[config.mk]
export PLATFORM = sky130hd
export DESIGN_NAME = vector_select
export DESIGN_NICKNAME = d
export VERILOG_FILES = /design/src/hw/vec_sel_pkg.sv /design/src/hw/vector_select.sv /design/src/hw/lowest_req_pick.sv /design/src/hw/fast_slot_match.sv
export SDC_FILE = /design/constraint.sdc
export NUM_CORES = 1
export LEC_CHECK = 0
export ABC_AREA = 1
export BUFFER_PORTS_ARGS = -buffer_cell sky130_fd_sc_hd__buf_2
export CORE_MARGIN = 5
export CORE_UTILIZATION = 54
export DETAILED_ROUTE_END_ITERATION = 6
export PLACE_DENSITY = 0.81
export SYNTH_ARGS = -nofsm -noshare
export SYNTH_HDL_FRONTEND = slang
export SYNTH_SLANG_ARGS = --single-unit
[constraint.sdc]
create_clock -name pclk -period 5.4 [get_ports pclk]
set_input_delay 0.27 -clock pclk [delete_from_list [all_inputs] [get_ports pclk]]
set_output_delay 0.27 -clock pclk [all_outputs]
set_load 0.005 [all_outputs]
[src/hw/vec_sel_pkg.sv]
// Shared constants for the vector base and fast-interrupt select block
package vec_sel_pkg;

    // ----------------------------------------------------------------
    // Register indices and APB byte offsets (byte offset = index * 4)
    // ----------------------------------------------------------------
    localparam logic [5:0] IDX_VECTOR_TABLE_BASE    = 6'h0A;
    localparam logic [5:0] IDX_FAST_SLOT0_SELECT    = 6'h0B;
    localparam logic [5:0] IDX_FAST_SLOT0_ADDR_LOW  = 6'h0C;
    localparam logic [5:0] IDX_FAST_SLOT0_ADDR_HIGH = 6'h0D;
    localparam logic [5:0] IDX_FAST_SLOT1_SELECT    = 6'h0E;
    localparam logic [5:0] IDX_FAST_SLOT1_ADDR_LOW  = 6'h0F;
    localparam logic [5:0] IDX_FAST_SLOT1_ADDR_HIGH = 6'h10;

    localparam logic [7:0] OFF_VECTOR_TABLE_BASE    = {IDX_VECTOR_TABLE_BASE, 2'b00};
    localparam logic [7:0] OFF_FAST_SLOT0_SELECT    = {IDX_FAST_SLOT0_SELECT, 2'b00};
    localparam logic [7:0] OFF_FAST_SLOT0_ADDR_LOW  = {IDX_FAST_SLOT0_ADDR_LOW, 2'b00};
    localparam logic [7:0] OFF_FAST_SLOT0_ADDR_HIGH = {IDX_FAST_SLOT0_ADDR_HIGH, 2'b00};
    localparam logic [7:0] OFF_FAST_SLOT1_SELECT    = {IDX_FAST_SLOT1_SELECT, 2'b00};
    localparam logic [7:0] OFF_FAST_SLOT1_ADDR_LOW  = {IDX_FAST_SLOT1_ADDR_LOW, 2'b00};
    localparam logic [7:0] OFF_FAST_SLOT1_ADDR_HIGH = {IDX_FAST_SLOT1_ADDR_HIGH, 2'b00};

    // ----------------------------------------------------------------
    // Field widths
    // ----------------------------------------------------------------
    localparam int VBASE_W   = 13;
    localparam int SEL_W     = 7;
    localparam int ALOW_W    = 16;
    localparam int AHIGH_W   = 5;
    localparam int VADDR_W   = 21;

    // ----------------------------------------------------------------
    // Reset values
    // ----------------------------------------------------------------
    localparam logic [VBASE_W-1:0] RST_VBASE = 13'h0000;
    localparam logic [SEL_W-1:0]   RST_SEL   = 7'h00;
    localparam logic [ALOW_W-1:0]  RST_ALOW  = 16'h0000;
    localparam logic [AHIGH_W-1:0] RST_AHIGH = 5'h00;

    // ----------------------------------------------------------------
    // Request priority field codes and resulting levels
    // ----------------------------------------------------------------
    localparam logic [1:0] PRIO_DISABLED = 2'h0;
    localparam logic [1:0] PRIO_LEVEL0   = 2'h1;
    localparam logic [1:0] PRIO_LEVEL1   = 2'h2;
    localparam logic [1:0] PRIO_LEVEL2   = 2'h3;
    localparam logic [1:0] LEVEL_0       = 2'h0;
    localparam logic [1:0] LEVEL_1       = 2'h1;
    localparam logic [1:0] LEVEL_2       = 2'h2;

    // First vector number that a maskable request may use
    localparam int FIRST_IRQ_VEC = 2;

    // APB transfer phase
    typedef enum logic [1:0] {
        ST_IDLE   = 2'b01,
        ST_ACCESS = 2'b10
    } apb_state_type;

endpackage

[src/hw/vector_select.sv]
// Vector base, fast-interrupt slots and vector address choice, APB slave
`timescale 1ns/100ps

module vector_select #(
    parameter int NVEC = 82,
    parameter int VW   = 7
) (
    // Clock and reset
    input  wire logic                 pclk,
    input  wire logic                 presetn,
    // APB slave
    input  wire logic                 psel,
    input  wire logic                 penable,
    input  wire logic                 pwrite,
    input  wire logic [7:0]           paddr,
    input  wire logic [31:0]          pwdata,
    output logic                      pready,
    output logic [31:0]               prdata,
    output logic                      pslverr,
    // Requests and their priority fields, two bits per vector number
    input  wire logic [NVEC-1:0]      irq_req,
    input  wire logic [2*NVEC-1:0]    request_priority_field,
    // Vector towards the core
    output logic [20:0]               vector_address_out,
    output logic [VW-1:0]             vector_number,
    output logic [1:0]                vector_level,
    output logic                      vector_valid,
    output logic                      vector_fast,
    output logic                      vector_fast_slot
);

    // ----------------------------------------------------------------
    // Registers
    // ----------------------------------------------------------------
    vec_sel_pkg::apb_state_type          state_r;
    vec_sel_pkg::apb_state_type          state_nxt;
    logic                                pready_r;
    logic [31:0]                         prdata_r;
    logic                                pslverr_r;
    logic [vec_sel_pkg::VBASE_W-1:0]     vbase_r;
    logic [vec_sel_pkg::SEL_W-1:0]       sel0_r;
    logic [vec_sel_pkg::SEL_W-1:0]       sel1_r;
    logic [vec_sel_pkg::ALOW_W-1:0]      alow0_r;
    logic [vec_sel_pkg::ALOW_W-1:0]      alow1_r;
    logic [vec_sel_pkg::AHIGH_W-1:0]     ahigh0_r;
    logic [vec_sel_pkg::AHIGH_W-1:0]     ahigh1_r;
    logic [20:0]                         vaddr_r;
    logic [20:0]                         vaddr_nxt;
    logic [VW-1:0]                       vnum_r;
    logic [VW-1:0]                       vnum_nxt;
    logic [1:0]                          vlevel_r;
    logic [1:0]                          vlevel_nxt;
    logic                                vvalid_r;
    logic                                vvalid_nxt;
    logic                                vfast_r;
    logic                                vfast_nxt;
    logic                                vslot_r;
    logic                                vslot_nxt;

    // ----------------------------------------------------------------
    // APB decode
    // ----------------------------------------------------------------

    // Transfer phases
    wire setup_ph  = psel && !penable;
    wire access_ok = psel && penable && pready_r;

    // Address decode
    wire hit_vbase  = (paddr == vec_sel_pkg::OFF_VECTOR_TABLE_BASE);
    wire hit_sel0   = (paddr == vec_sel_pkg::OFF_FAST_SLOT0_SELECT);
    wire hit_alow0  = (paddr == vec_sel_pkg::OFF_FAST_SLOT0_ADDR_LOW);
    wire hit_ahigh0 = (paddr == vec_sel_pkg::OFF_FAST_SLOT0_ADDR_HIGH);
    wire hit_sel1   = (paddr == vec_sel_pkg::OFF_FAST_SLOT1_SELECT);
    wire hit_alow1  = (paddr == vec_sel_pkg::OFF_FAST_SLOT1_ADDR_LOW);
    wire hit_ahigh1 = (paddr == vec_sel_pkg::OFF_FAST_SLOT1_ADDR_HIGH);
    wire mapped     = hit_vbase || hit_sel0 || hit_alow0 || hit_ahigh0
                   || hit_sel1 || hit_alow1 || hit_ahigh1;

    // A write lands only at the completing access edge of a mapped word
    wire wr_ok = access_ok && pwrite && mapped;

    // Read mux, narrow registers zero-filled above their field
    wire [31:0] rd_word =
          hit_vbase  ? {19'h00000, vbase_r}  :
          hit_sel0   ? {25'h0000000, sel0_r} :
          hit_alow0  ? {16'h0000, alow0_r}   :
          hit_ahigh0 ? {27'h0000000, ahigh0_r} :
          hit_sel1   ? {25'h0000000, sel1_r} :
          hit_alow1  ? {16'h0000, alow1_r}   :
          hit_ahigh1 ? {27'h0000000, ahigh1_r} :
                       32'h00000000;

    // Phase tracker: pready rises at the setup edge, so the first access cycle completes
    always_comb begin
        case (state_r)
            vec_sel_pkg::ST_IDLE:   state_nxt = setup_ph ? vec_sel_pkg::ST_ACCESS
                                                         : vec_sel_pkg::ST_IDLE;
            vec_sel_pkg::ST_ACCESS: state_nxt = access_ok ? vec_sel_pkg::ST_IDLE
                                                          : vec_sel_pkg::ST_ACCESS;
            default:                state_nxt = vec_sel_pkg::ST_IDLE;
        endcase
    end

    // Bus answer flops
    always_ff @(posedge pclk or negedge presetn) begin
        if (!presetn) begin
            state_r   <= vec_sel_pkg::ST_IDLE;
            pready_r  <= 1'b0;
            prdata_r  <= 32'h00000000;
            pslverr_r <= 1'b0;
        end else begin
            state_r   <= state_nxt;
            pready_r  <= (state_nxt == vec_sel_pkg::ST_ACCESS) && !access_ok;
            prdata_r  <= (setup_ph && !pwrite) ? rd_word : prdata_r;
            pslverr_r <= setup_ph ? !mapped : (pslverr_r && !access_ok);
        end
    end

    // ----------------------------------------------------------------
    // Register file
    // ----------------------------------------------------------------

    // Only the implemented low bits are stored, upper write bits dropped
    always_ff @(posedge pclk or negedge presetn) begin
        if (!presetn) begin
            vbase_r  <= vec_sel_pkg::RST_VBASE;
            sel0_r   <= vec_sel_pkg::RST_SEL;
            sel1_r   <= vec_sel_pkg::RST_SEL;
            alow0_r  <= vec_sel_pkg::RST_ALOW;
            alow1_r  <= vec_sel_pkg::RST_ALOW;
            ahigh0_r <= vec_sel_pkg::RST_AHIGH;
            ahigh1_r <= vec_sel_pkg::RST_AHIGH;
        end else if (wr_ok) begin
            if (hit_vbase)  vbase_r  <= pwdata[12:0];
            if (hit_sel0)   sel0_r   <= pwdata[6:0];
            if (hit_sel1)   sel1_r   <= pwdata[6:0];
            if (hit_alow0)  alow0_r  <= pwdata[15:0];
            if (hit_alow1)  alow1_r  <= pwdata[15:0];
            if (hit_ahigh0) ahigh0_r <= pwdata[4:0];
            if (hit_ahigh1) ahigh1_r <= pwdata[4:0];
        end
    end

    // ----------------------------------------------------------------
    // Request sorting by level
    // ----------------------------------------------------------------
    logic [NVEC-1:0] lvl_req [3];
    logic [2:0]      lvl_found;
    logic [VW-1:0]   lvl_idx [3];

    // Decode each request's two-bit field; vectors below the first
    // maskable number never take part
    generate
        for (genvar v = 0; v < NVEC; v++) begin : g_vec
            wire [1:0] fld  = request_priority_field[2*v+1:2*v];
            wire       live = (v >= vec_sel_pkg::FIRST_IRQ_VEC) && irq_req[v];
            assign lvl_req[0][v] = live && (fld == vec_sel_pkg::PRIO_LEVEL0);
            assign lvl_req[1][v] = live && (fld == vec_sel_pkg::PRIO_LEVEL1);
            assign lvl_req[2][v] = live && (fld == vec_sel_pkg::PRIO_LEVEL2);
        end
        for (genvar l = 0; l < 3; l++) begin : g_lvl
            lowest_req_pick #(
                .W  (NVEC),
                .IW (VW)
            ) u_pick (
                .req   (lvl_req[l]),
                .found (lvl_found[l]),
                .idx   (lvl_idx[l])
            );
        end
    endgenerate

    // Fast slots match only among level-2 requests
    logic fast_hit0;
    logic fast_hit1;

    fast_slot_match #(
        .NVEC (NVEC),
        .SW   (vec_sel_pkg::SEL_W)
    ) u_fast0 (
        .sel      (sel0_r),
        .lvl2_req (lvl_req[2]),
        .hit      (fast_hit0)
    );

    fast_slot_match #(
        .NVEC (NVEC),
        .SW   (vec_sel_pkg::SEL_W)
    ) u_fast1 (
        .sel      (sel1_r),
        .lvl2_req (lvl_req[2]),
        .hit      (fast_hit1)
    );

    // Full addresses for the two ways of vectoring
    wire [20:0] fast_addr0 = {ahigh0_r, alow0_r};
    wire [20:0] fast_addr1 = {ahigh1_r, alow1_r};
    wire [20:0] tbl_addr2  = {vbase_r, lvl_idx[2], 1'b0};
    wire [20:0] tbl_addr1  = {vbase_r, lvl_idx[1], 1'b0};
    wire [20:0] tbl_addr0  = {vbase_r, lvl_idx[0], 1'b0};

    // ----------------------------------------------------------------
    // Winner choice
    // ----------------------------------------------------------------

    // Fast slot 0, fast slot 1, then table vectors from level 2 down
    always_comb begin
        vaddr_nxt  = vaddr_r;
        vnum_nxt   = vnum_r;
        vlevel_nxt = vlevel_r;
        vvalid_nxt = 1'b0;
        vfast_nxt  = 1'b0;
        vslot_nxt  = 1'b0;
        if (fast_hit0) begin
            vaddr_nxt  = fast_addr0;
            vnum_nxt   = sel0_r;
            vlevel_nxt = vec_sel_pkg::LEVEL_2;
            vvalid_nxt = 1'b1;
            vfast_nxt  = 1'b1;
        end else if (fast_hit1) begin
            vaddr_nxt  = fast_addr1;
            vnum_nxt   = sel1_r;
            vlevel_nxt = vec_sel_pkg::LEVEL_2;
            vvalid_nxt = 1'b1;
            vfast_nxt  = 1'b1;
            vslot_nxt  = 1'b1;
        end else if (lvl_found[2]) begin
            vaddr_nxt  = tbl_addr2;
            vnum_nxt   = lvl_idx[2];
            vlevel_nxt = vec_sel_pkg::LEVEL_2;
            vvalid_nxt = 1'b1;
        end else if (lvl_found[1]) begin
            vaddr_nxt  = tbl_addr1;
            vnum_nxt   = lvl_idx[1];
            vlevel_nxt = vec_sel_pkg::LEVEL_1;
            vvalid_nxt = 1'b1;
        end else if (lvl_found[0]) begin
            vaddr_nxt  = tbl_addr0;
            vnum_nxt   = lvl_idx[0];
            vlevel_nxt = vec_sel_pkg::LEVEL_0;
            vvalid_nxt = 1'b1;
        end
    end

    // Vector output flops, last vector held while nothing is active
    always_ff @(posedge pclk or negedge presetn) begin
        if (!presetn) begin
            vaddr_r  <= 21'h000000;
            vnum_r   <= '0;
            vlevel_r <= vec_sel_pkg::LEVEL_0;
            vvalid_r <= 1'b0;
            vfast_r  <= 1'b0;
            vslot_r  <= 1'b0;
        end else begin
            vaddr_r  <= vaddr_nxt;
            vnum_r   <= vnum_nxt;
            vlevel_r <= vlevel_nxt;
            vvalid_r <= vvalid_nxt;
            vfast_r  <= vfast_nxt;
            vslot_r  <= vslot_nxt;
        end
    end

    // Port drive
    assign pready             = pready_r;
    assign prdata             = prdata_r;
    assign pslverr            = pslverr_r;
    assign vector_address_out = vaddr_r;
    assign vector_number      = vnum_r;
    assign vector_level       = vlevel_r;
    assign vector_valid       = vvalid_r;
    assign vector_fast        = vfast_r;
    assign vector_fast_slot   = vslot_r;

    wire none_live = !lvl_found[0] && !lvl_found[1] && !lvl_found[2];
endmodule

[src/hw/lowest_req_pick.sv]
// Picks the lowest-numbered active request of a request vector
`timescale 1ns/100ps
module lowest_req_pick #(
    parameter int W  = 82,
    parameter int IW = 7
) (
    // Requests
    input  wire logic [W-1:0]  req,
    // Result
    output logic               found,
    output logic [IW-1:0]      idx
);

    // Scan from the top down so the lowest index is the last to stick
    always_comb begin
        found = 1'b0;
        idx   = '0;
        for (int i = W - 1; i >= 0; i--) begin
            if (req[i]) begin
                found = 1'b1;
                idx   = IW'(i);
            end
        end
    end

endmodule

[src/hw/fast_slot_match.sv]
// Tells whether the request named by a fast slot is live at level 2
`timescale 1ns/100ps
module fast_slot_match #(
    parameter int NVEC = 82,
    parameter int SW   = 7
) (
    // Slot selection and level-2 requests
    input  wire logic [SW-1:0]   sel,
    input  wire logic [NVEC-1:0] lvl2_req,
    // Match
    output logic                 hit
);

    // Numbers beyond the request vector never match
    wire in_range = (int'(sel) < NVEC);

    assign hit = in_range && lvl2_req[sel];

endmodule

Word level (Yosys, flattened, before mapping)
Index checks and enable logic that the tools add are counted.
{ "classes": {"eq_ne": 250, "mux": 518, "order_cmp": 4, "reduce_logical": 268} }
{ "op_table": {"columns": ["operator", "n"], "rows": [
  ["$mux W7", 245],
  ["$eq A2 B2 Y1 const B", 162],
  ["$mux W1", 251],
  ["$logic_and A1 B1 Y1", 250],
  ["$eq A2 B1 Y1 const B", 81],
  ["$mux W21", 5],
  ["$mux W16", 6],
  ["$eq A8 B6 Y1 const B", 6],
  ["$lt A7 B8 Y1 const B", 2],
  ["$bmux W1 S7", 2],
  ["$lt A7 B7 Y1 const B", 2],
  ["$mux W2", 7],
  ["$reduce_and A2 Y1", 7],
  ["$eq A8 B7 Y1 const B", 1],
  ["$logic_or A1 B1 Y1", 6],
  ["$mux W5", 1],
  ["$reduce_bool A5 Y1", 1],
  ["$logic_not A1 Y1", 4],
  ["$pmux W2 S2", 1]
]} }
{ "totals": {"output_inout_bits": 67, "input_bits": 291, "ff_bits": 138} }

Depth between registers and ports, before layout
{ "depth": {"depth_word": 87, "ltp_mapped": 85, "depth_no_buf": 85} }

Modules after synthesis
From an unflattened synthesis, not the netlist that was laid out.
{ "unflattened": {"hier_cells": 2613, "area_unflattened_um2": 14113.5} }
{ "modules_own_cells": {"columns": ["module", "area_per_inst_um2", "instances", "cells_each"], "rows": [
  ["vector_select", 8308.0, 1, 1246],
  ["lowest_req_pick", 1246.2, 3, 295],
  ["fast_slot_match", 1033.5, 2, 241]
]} }

Worst setup path after synthesis
No wires, ideal clock.
{ "synth_timing": {"path_type": "input -> register", "from": "in irq_req[81]", "to": "reg vaddr_r[1] (netlist: vector_address_out[1])", "setup_ns": 0.073, "t_required_ns": 5.327, "stages": 84, "setup_slack_ns": 1.205, "arrival_ns": 4.122, "path_cell_list": "nand2_2 nor2_4 nand2_1 nand2_1 nand2_1 nand2_1 nand2_1 nand2_1 nand2_1 nand2_1 nand2_1 nand2_1 nand2_1 nand2_1 nand2_1 nand2_1 nand2_1 nand2_1 [... 48 more ...] nand2_1 nand2_1 nand2_1 nand2_1 nand2_1 nand2_1 nand2_1 nand2_1 nand2_1 nand2_1 nand2_1 nand2_1 nand2_1 nand2_1 nand2_1 a21oi_2 nand2_2 a21oi_2"} }
{ "synth_between": {"elab_chain_len": 86, "elab_cells_between_ends": 495, "classes_between": "489 x mux; 6 x reduce/logical"} }
{ "synth_rtl": {"columns": ["element", "line", "rtl"], "rows": [
  ["from (decl)", "vector_select.sv:21", "input wire logic [NVEC-1:0] irq_req,"],
  ["$logic_and A1 B1 Y1", "vector_select.sv:157", "assign lvl_req[0][v] = live && (fld == vec_sel_pkg::PRIO_LEVEL0);"],
  ["$mux W7 (80 in a row)", "lowest_req_pick.sv:19", "if (req[i]) begin"],
  ["$mux W21", "vector_select.sv:237", "end else if (lvl_found[0]) begin"],
  ["$mux W21", "vector_select.sv:232", "end else if (lvl_found[1]) begin"],
  ["$mux W21", "vector_select.sv:227", "end else if (lvl_found[2]) begin"],
  ["$mux W21", "vector_select.sv:220", "end else if (fast_hit1) begin"],
  ["$mux W21", "vector_select.sv:214", "if (fast_hit0) begin"],
  ["to (signal assigned)", "vector_select.sv:255", "vaddr_r <= vaddr_nxt;"],
  ["to (decl)", "vector_select.sv:47", "logic [20:0] vaddr_r;"]
]} }
Several ways; a longest one is shown, not always the timed one. The select of a mux whose other input is x is not followed.
A chain may end at the register's enable or synchronous reset.

Worst setup path after layout
{ "layout_timing": {"from": "reg sel1_r[0] (netlist bit)", "to": "reg vaddr_r[3] (netlist: vector_address_out[3])"} }
{ "layout_between": {"elab_chain_len": 5, "elab_cells_between_ends": 7, "classes_between": "1 x order compare; 4 x mux; 2 x reduce/logical"} }
{ "layout_rtl": {"columns": ["element", "line", "rtl"], "rows": [
  ["from (decl)", "vector_select.sv:42", "logic [vec_sel_pkg::SEL_W-1:0] sel1_r;"],
  ["from (signal assigned)", "vector_select.sv:128", "sel1_r <= vec_sel_pkg::RST_SEL;"],
  ["from (signal assigned)", "vector_select.sv:136", "if (hit_sel1) sel1_r <= pwdata[6:0];"],
  ["$bmux W1 S7", "fast_slot_match.sv:17", "assign hit = in_range && lvl2_req[sel];"],
  ["$mux W1 (not written as such)", "fast_slot_match.sv:17", null],
  ["$logic_and A1 B1 Y1 *", "fast_slot_match.sv:17", null],
  ["$mux W21", "vector_select.sv:220", null],
  ["$mux W21", "vector_select.sv:214", null]
]} }
Every way passes the cells marked *; elsewhere a longest branch is shown, timed or not. The select of a mux whose other input is x is not followed.

==> flow_summary.ini <==
[run_status]
status = finished, final reports clean

[critical_path]
crit_arrival_ns = 5.03
cp.required_ns = 5.69
slowest_stage = clkinv_1
regToRegStartpoint = sel1_r[0]
worstSetupEndpointType = register
cp_cell_sequence = inv_1 -> buf_4 -> a21oi_1 -> o21ai_0 -> nand3_1 -> nand3_1 -> o21ai_0 -> nand2_1 -> a31oi_1 -> or3_1 -> nand2_1 -> nor2_1 -> inv_1 -> buf_4 -> nor2_1 -> nand3_1 -> nor2_1 -> buf_4 -> nand3_1 -> buf_4 -> clkinv_1 -> a221oi_1 -> a21oi_1
critical_path_buf_inv_count = 7
startpoint = sel1_r[0]
critPathKind = register to register
r2r_setup_slack_ns = 0.65
worst_setup_path_start_kind = register
critPathMaxStageDelay_ns = 0.74
crit_family = buffers and inverters
r2r-end = vector_address_out[3]
r2r_cells = 23
crit_fanout = 35

[routing]
wl_per_cell_um = 15.2
vias_per_cell = 5.40
wirelength_um = 43100
ant_nets = 0
via_count = 15300
route.detailed.drc = 0
drt_iter0_drc = 1355
dr.pass1.iters = 6

[placement]
portBuffers = 319
place_area_um2 = 14200
finalWeightedCongestion = 0.965
dp_hpwl_um = 34400

[clock_tree]
clock-sinks = 122
cts_setup_buffers = 0
ctsHoldBuffers = 0
cts.clk_slew.worst_paths_ns = 0.06
clk_path_buf_depth = 2
clkLatencyLatePin_ns = 0.42
cts_tree = built
cts_htree_levels = 4
cts.repair.resized = 0
cts_root_buffer = clkbuf_16
numCtsBuffers = 17

[floorplanning]
core_area_um2 = 22600
design.die.area_um2 = 26000
io_pins = 358
die_x_um = 161
start_util = 0.546
rows = 55
dieHeight_um = 161

[finish]
area_growth_pct = 20.3
drive_gt1_frac = 0.156
nNetsFinal = 2831
stdcell_area_um2 = 14800
insertedDiodeCount = 0

[logic_synthesis]
synth_seq_cells = 122
netlist_area_um2 = 12300
seq_area_frac_synth = 0.248
synthCells = 2234
synthArstFlopShare = 1.00
synth_ff_type = dfrtp_1
synth-edff-count = 0
yosysWarnings = 0
synth_cell_types = 46
syn_area_per_cell_um2 = 5.52

[timing]
fin_crit_sh = 0.879
rsz0062_at_grt = false
max_freq_mhz = 211
slew_violations = 0
relSlewSlack = 0.297
fin_setup_tns_ns = 0
clock_skew_ns = 0.00754
period_minus_slack_ns = 4.75
finalHoldViolCount = 0
setup_violations = 0
worstMarginPinSlew_ns = 1.05
timing.hold.ws_ns = 0.0291

[pwr]
peakVddDrop_mv = 0.216
total_power_w = 0.00294
p_leak_nw = 8.49
powerDensity_nw_per_um2 = 198

[global_routing]
grt_overflow = 0
antenna_found_initial = 4
grt_pass1_wl_um = 68800
grt_use_total = 0.318
grt_pass1_vias = 14500
grt_max_degree = 85

[job]
drv_cap = 0

[worst_hold_path]
hold_path.class = input port to async pin
==> worst max-delay path by stage <==
| stage | endpoint | slack (ns) | depth (start not counted) |
|---|---|---|---|
| floorplan | vector_address_out[1] | 1.20 | 84 |
| global placement | vector_number[0] | 0.46 | 85 |
| detailed placement | vector_address_out[1] | 0.47 | 85 |
| CTS | vector_address_out[3] | 0.72 | 23 |
| global route | vector_address_out[1] | 0.002 | 85 |
| finish | vector_address_out[3] | 0.65 | 23 |
==> worst reg2reg max path, stage by stage, from the launching register on <==
cell	delay, ns
dfrtp_1	0.37
inv_1	0.35
buf_4	0.31
a21oi_1	0.10
o21ai_0	0.10
nand3_1	0.10
nand3_1	0.10
o21ai_0	0.10
nand2_1	0.08
a31oi_1	0.09
or3_1	0.35
nand2_1	0.11
nor2_1	0.07
inv_1	0.05
buf_4	0.17
nor2_1	0.06
nand3_1	0.08
nor2_1	0.05
buf_4	0.17
nand3_1	0.08
buf_4	0.23
clkinv_1	0.74
a221oi_1	0.65
a21oi_1	0.13
==> through the flow <==
step / cells / worst slack (ns) / util
finish: 2836 / 0.653 / 0.657
global route: 2836 / 0.00187 / 0.657
floorplan: 2249 / 1.20 / -
detailed placement: 2804 / 0.468 / 0.628
global placement: 2804 / 0.462 / 0.628
CTS: 2836 / 0.722 / 0.657
==> Yosys cell counts, drive strengths merged, types with 2 or more instances <==
cell	instances	share of area
clkbuf	54	0.016
nor3	208	0.084
inv	499	0.15
o21a	5	0.0030
o211ai	14	0.0085
nor4	7	0.0036
o2111ai	8	0.0057
o22ai	13	0.0066
ha	2	0.0020
a221oi	15	0.011
a41oi	5	0.0036
dfrtp	121	0.25
a31oi	13	0.0066
nand2	586	0.18
o21bai	4	0.0024
buf	17	0.010
o21ai	181	0.073
clkinv	3	0.00091
nand4	6	0.0030
nand3	76	0.032
nor2	239	0.073
a211oi	2	0.0012
mux2	5	0.0046
nand3b	3	0.0018
o221ai	9	0.0064
a21oi	122	0.050
o31ai	5	0.0030
==> power by group <==
group / switching [W] / leakage (nW) / total (W) / internal [W]
Sequential: 0.0000125 / 1.42 / 0.000952 / 0.000940
Combinational: 0.000477 / 6.76 / 0.000751 / 0.000274
Clock: 0.000423 / 0.314 / 0.00124 / 0.000814
Total: 0.000913 / 8.49 / 0.00294 / 0.00203
==> cell families (layout without fill, tap and decap cells) <==
family / after synthesis / after routing / share of synthesized area
AND/OR/NAND/NOR: 1129 / 1129 / 0.379
buffers and inverters: 574 / 876 / 0.181
AO/OA/AOI/OAI: 401 / 401 / 0.185
flip-flops: 122 / 122 / 0.248
multiplexers: 5 / 5 / 0.00457
adder cells (fa/ha/maj): 2 / 2 / 0.00203
other: 1 / 16 / 0.000304
==> metal layers <==
layer | vias up | wire length (µm) | GRT usage
met3 | 118 | 3890 | 0.0607
met2 | 727 | 21000 | 0.565
li1 | 7635 | - | -
met4 | 8 | 1230 | 0.101
met5 | - | 53 | 0
met1 | 6824 | 16900 | 0.391
==> cell usage in the layout, fill, tap and decap left out, types with 2 or more instances in the layout <==
master	n
nand2_1	584
inv_1	489
buf_2	318
nor2_1	238
nor3_1	208
o21ai_0	181
dfrtp_1	121
a21oi_1	119
nand3_1	74
buf_4	23
clkbuf_16	17
conb_1	16
a221oi_1	15
o211ai_1	14
o22ai_1	13
a31oi_1	13
inv_2	10
o221ai_1	9
o2111ai_1	8
nor4_1	7
nand4_1	6
o21a_1	5
mux2_2	5
a41oi_1	5
o31ai_1	5
o21bai_1	4
inv_6	4
bufinv_16	4
clkinv_1	3
nand3b_1	3
a21oi_2	3
clkbuf_8	3
a211oi_1	2
nand2_2	2
ha_1	2
clkinvlp_4	2
==> final cells by class <==
type                    count  area (µm²)
clock buffers              20         467
well taps                 285         357
clock inverters            12         184
multi-input cells        1553        7100
fillers                  2165        7740
flip-flops and latches    122        3050
inverters                 503        1900
repair buffers            341        1760
==> state kept, by name, summed over array words and instances (netlist names), 5 cells and up <==
name,cells
ahigh0_r,5
alow1_r,16
prdata,16
sel1_r,7
sel0_r,7
vector_number,7
vector_address_out,21
vbase_r,13
alow0_r,16
ahigh1_r,5
Power figures use the tool's default switching activity.
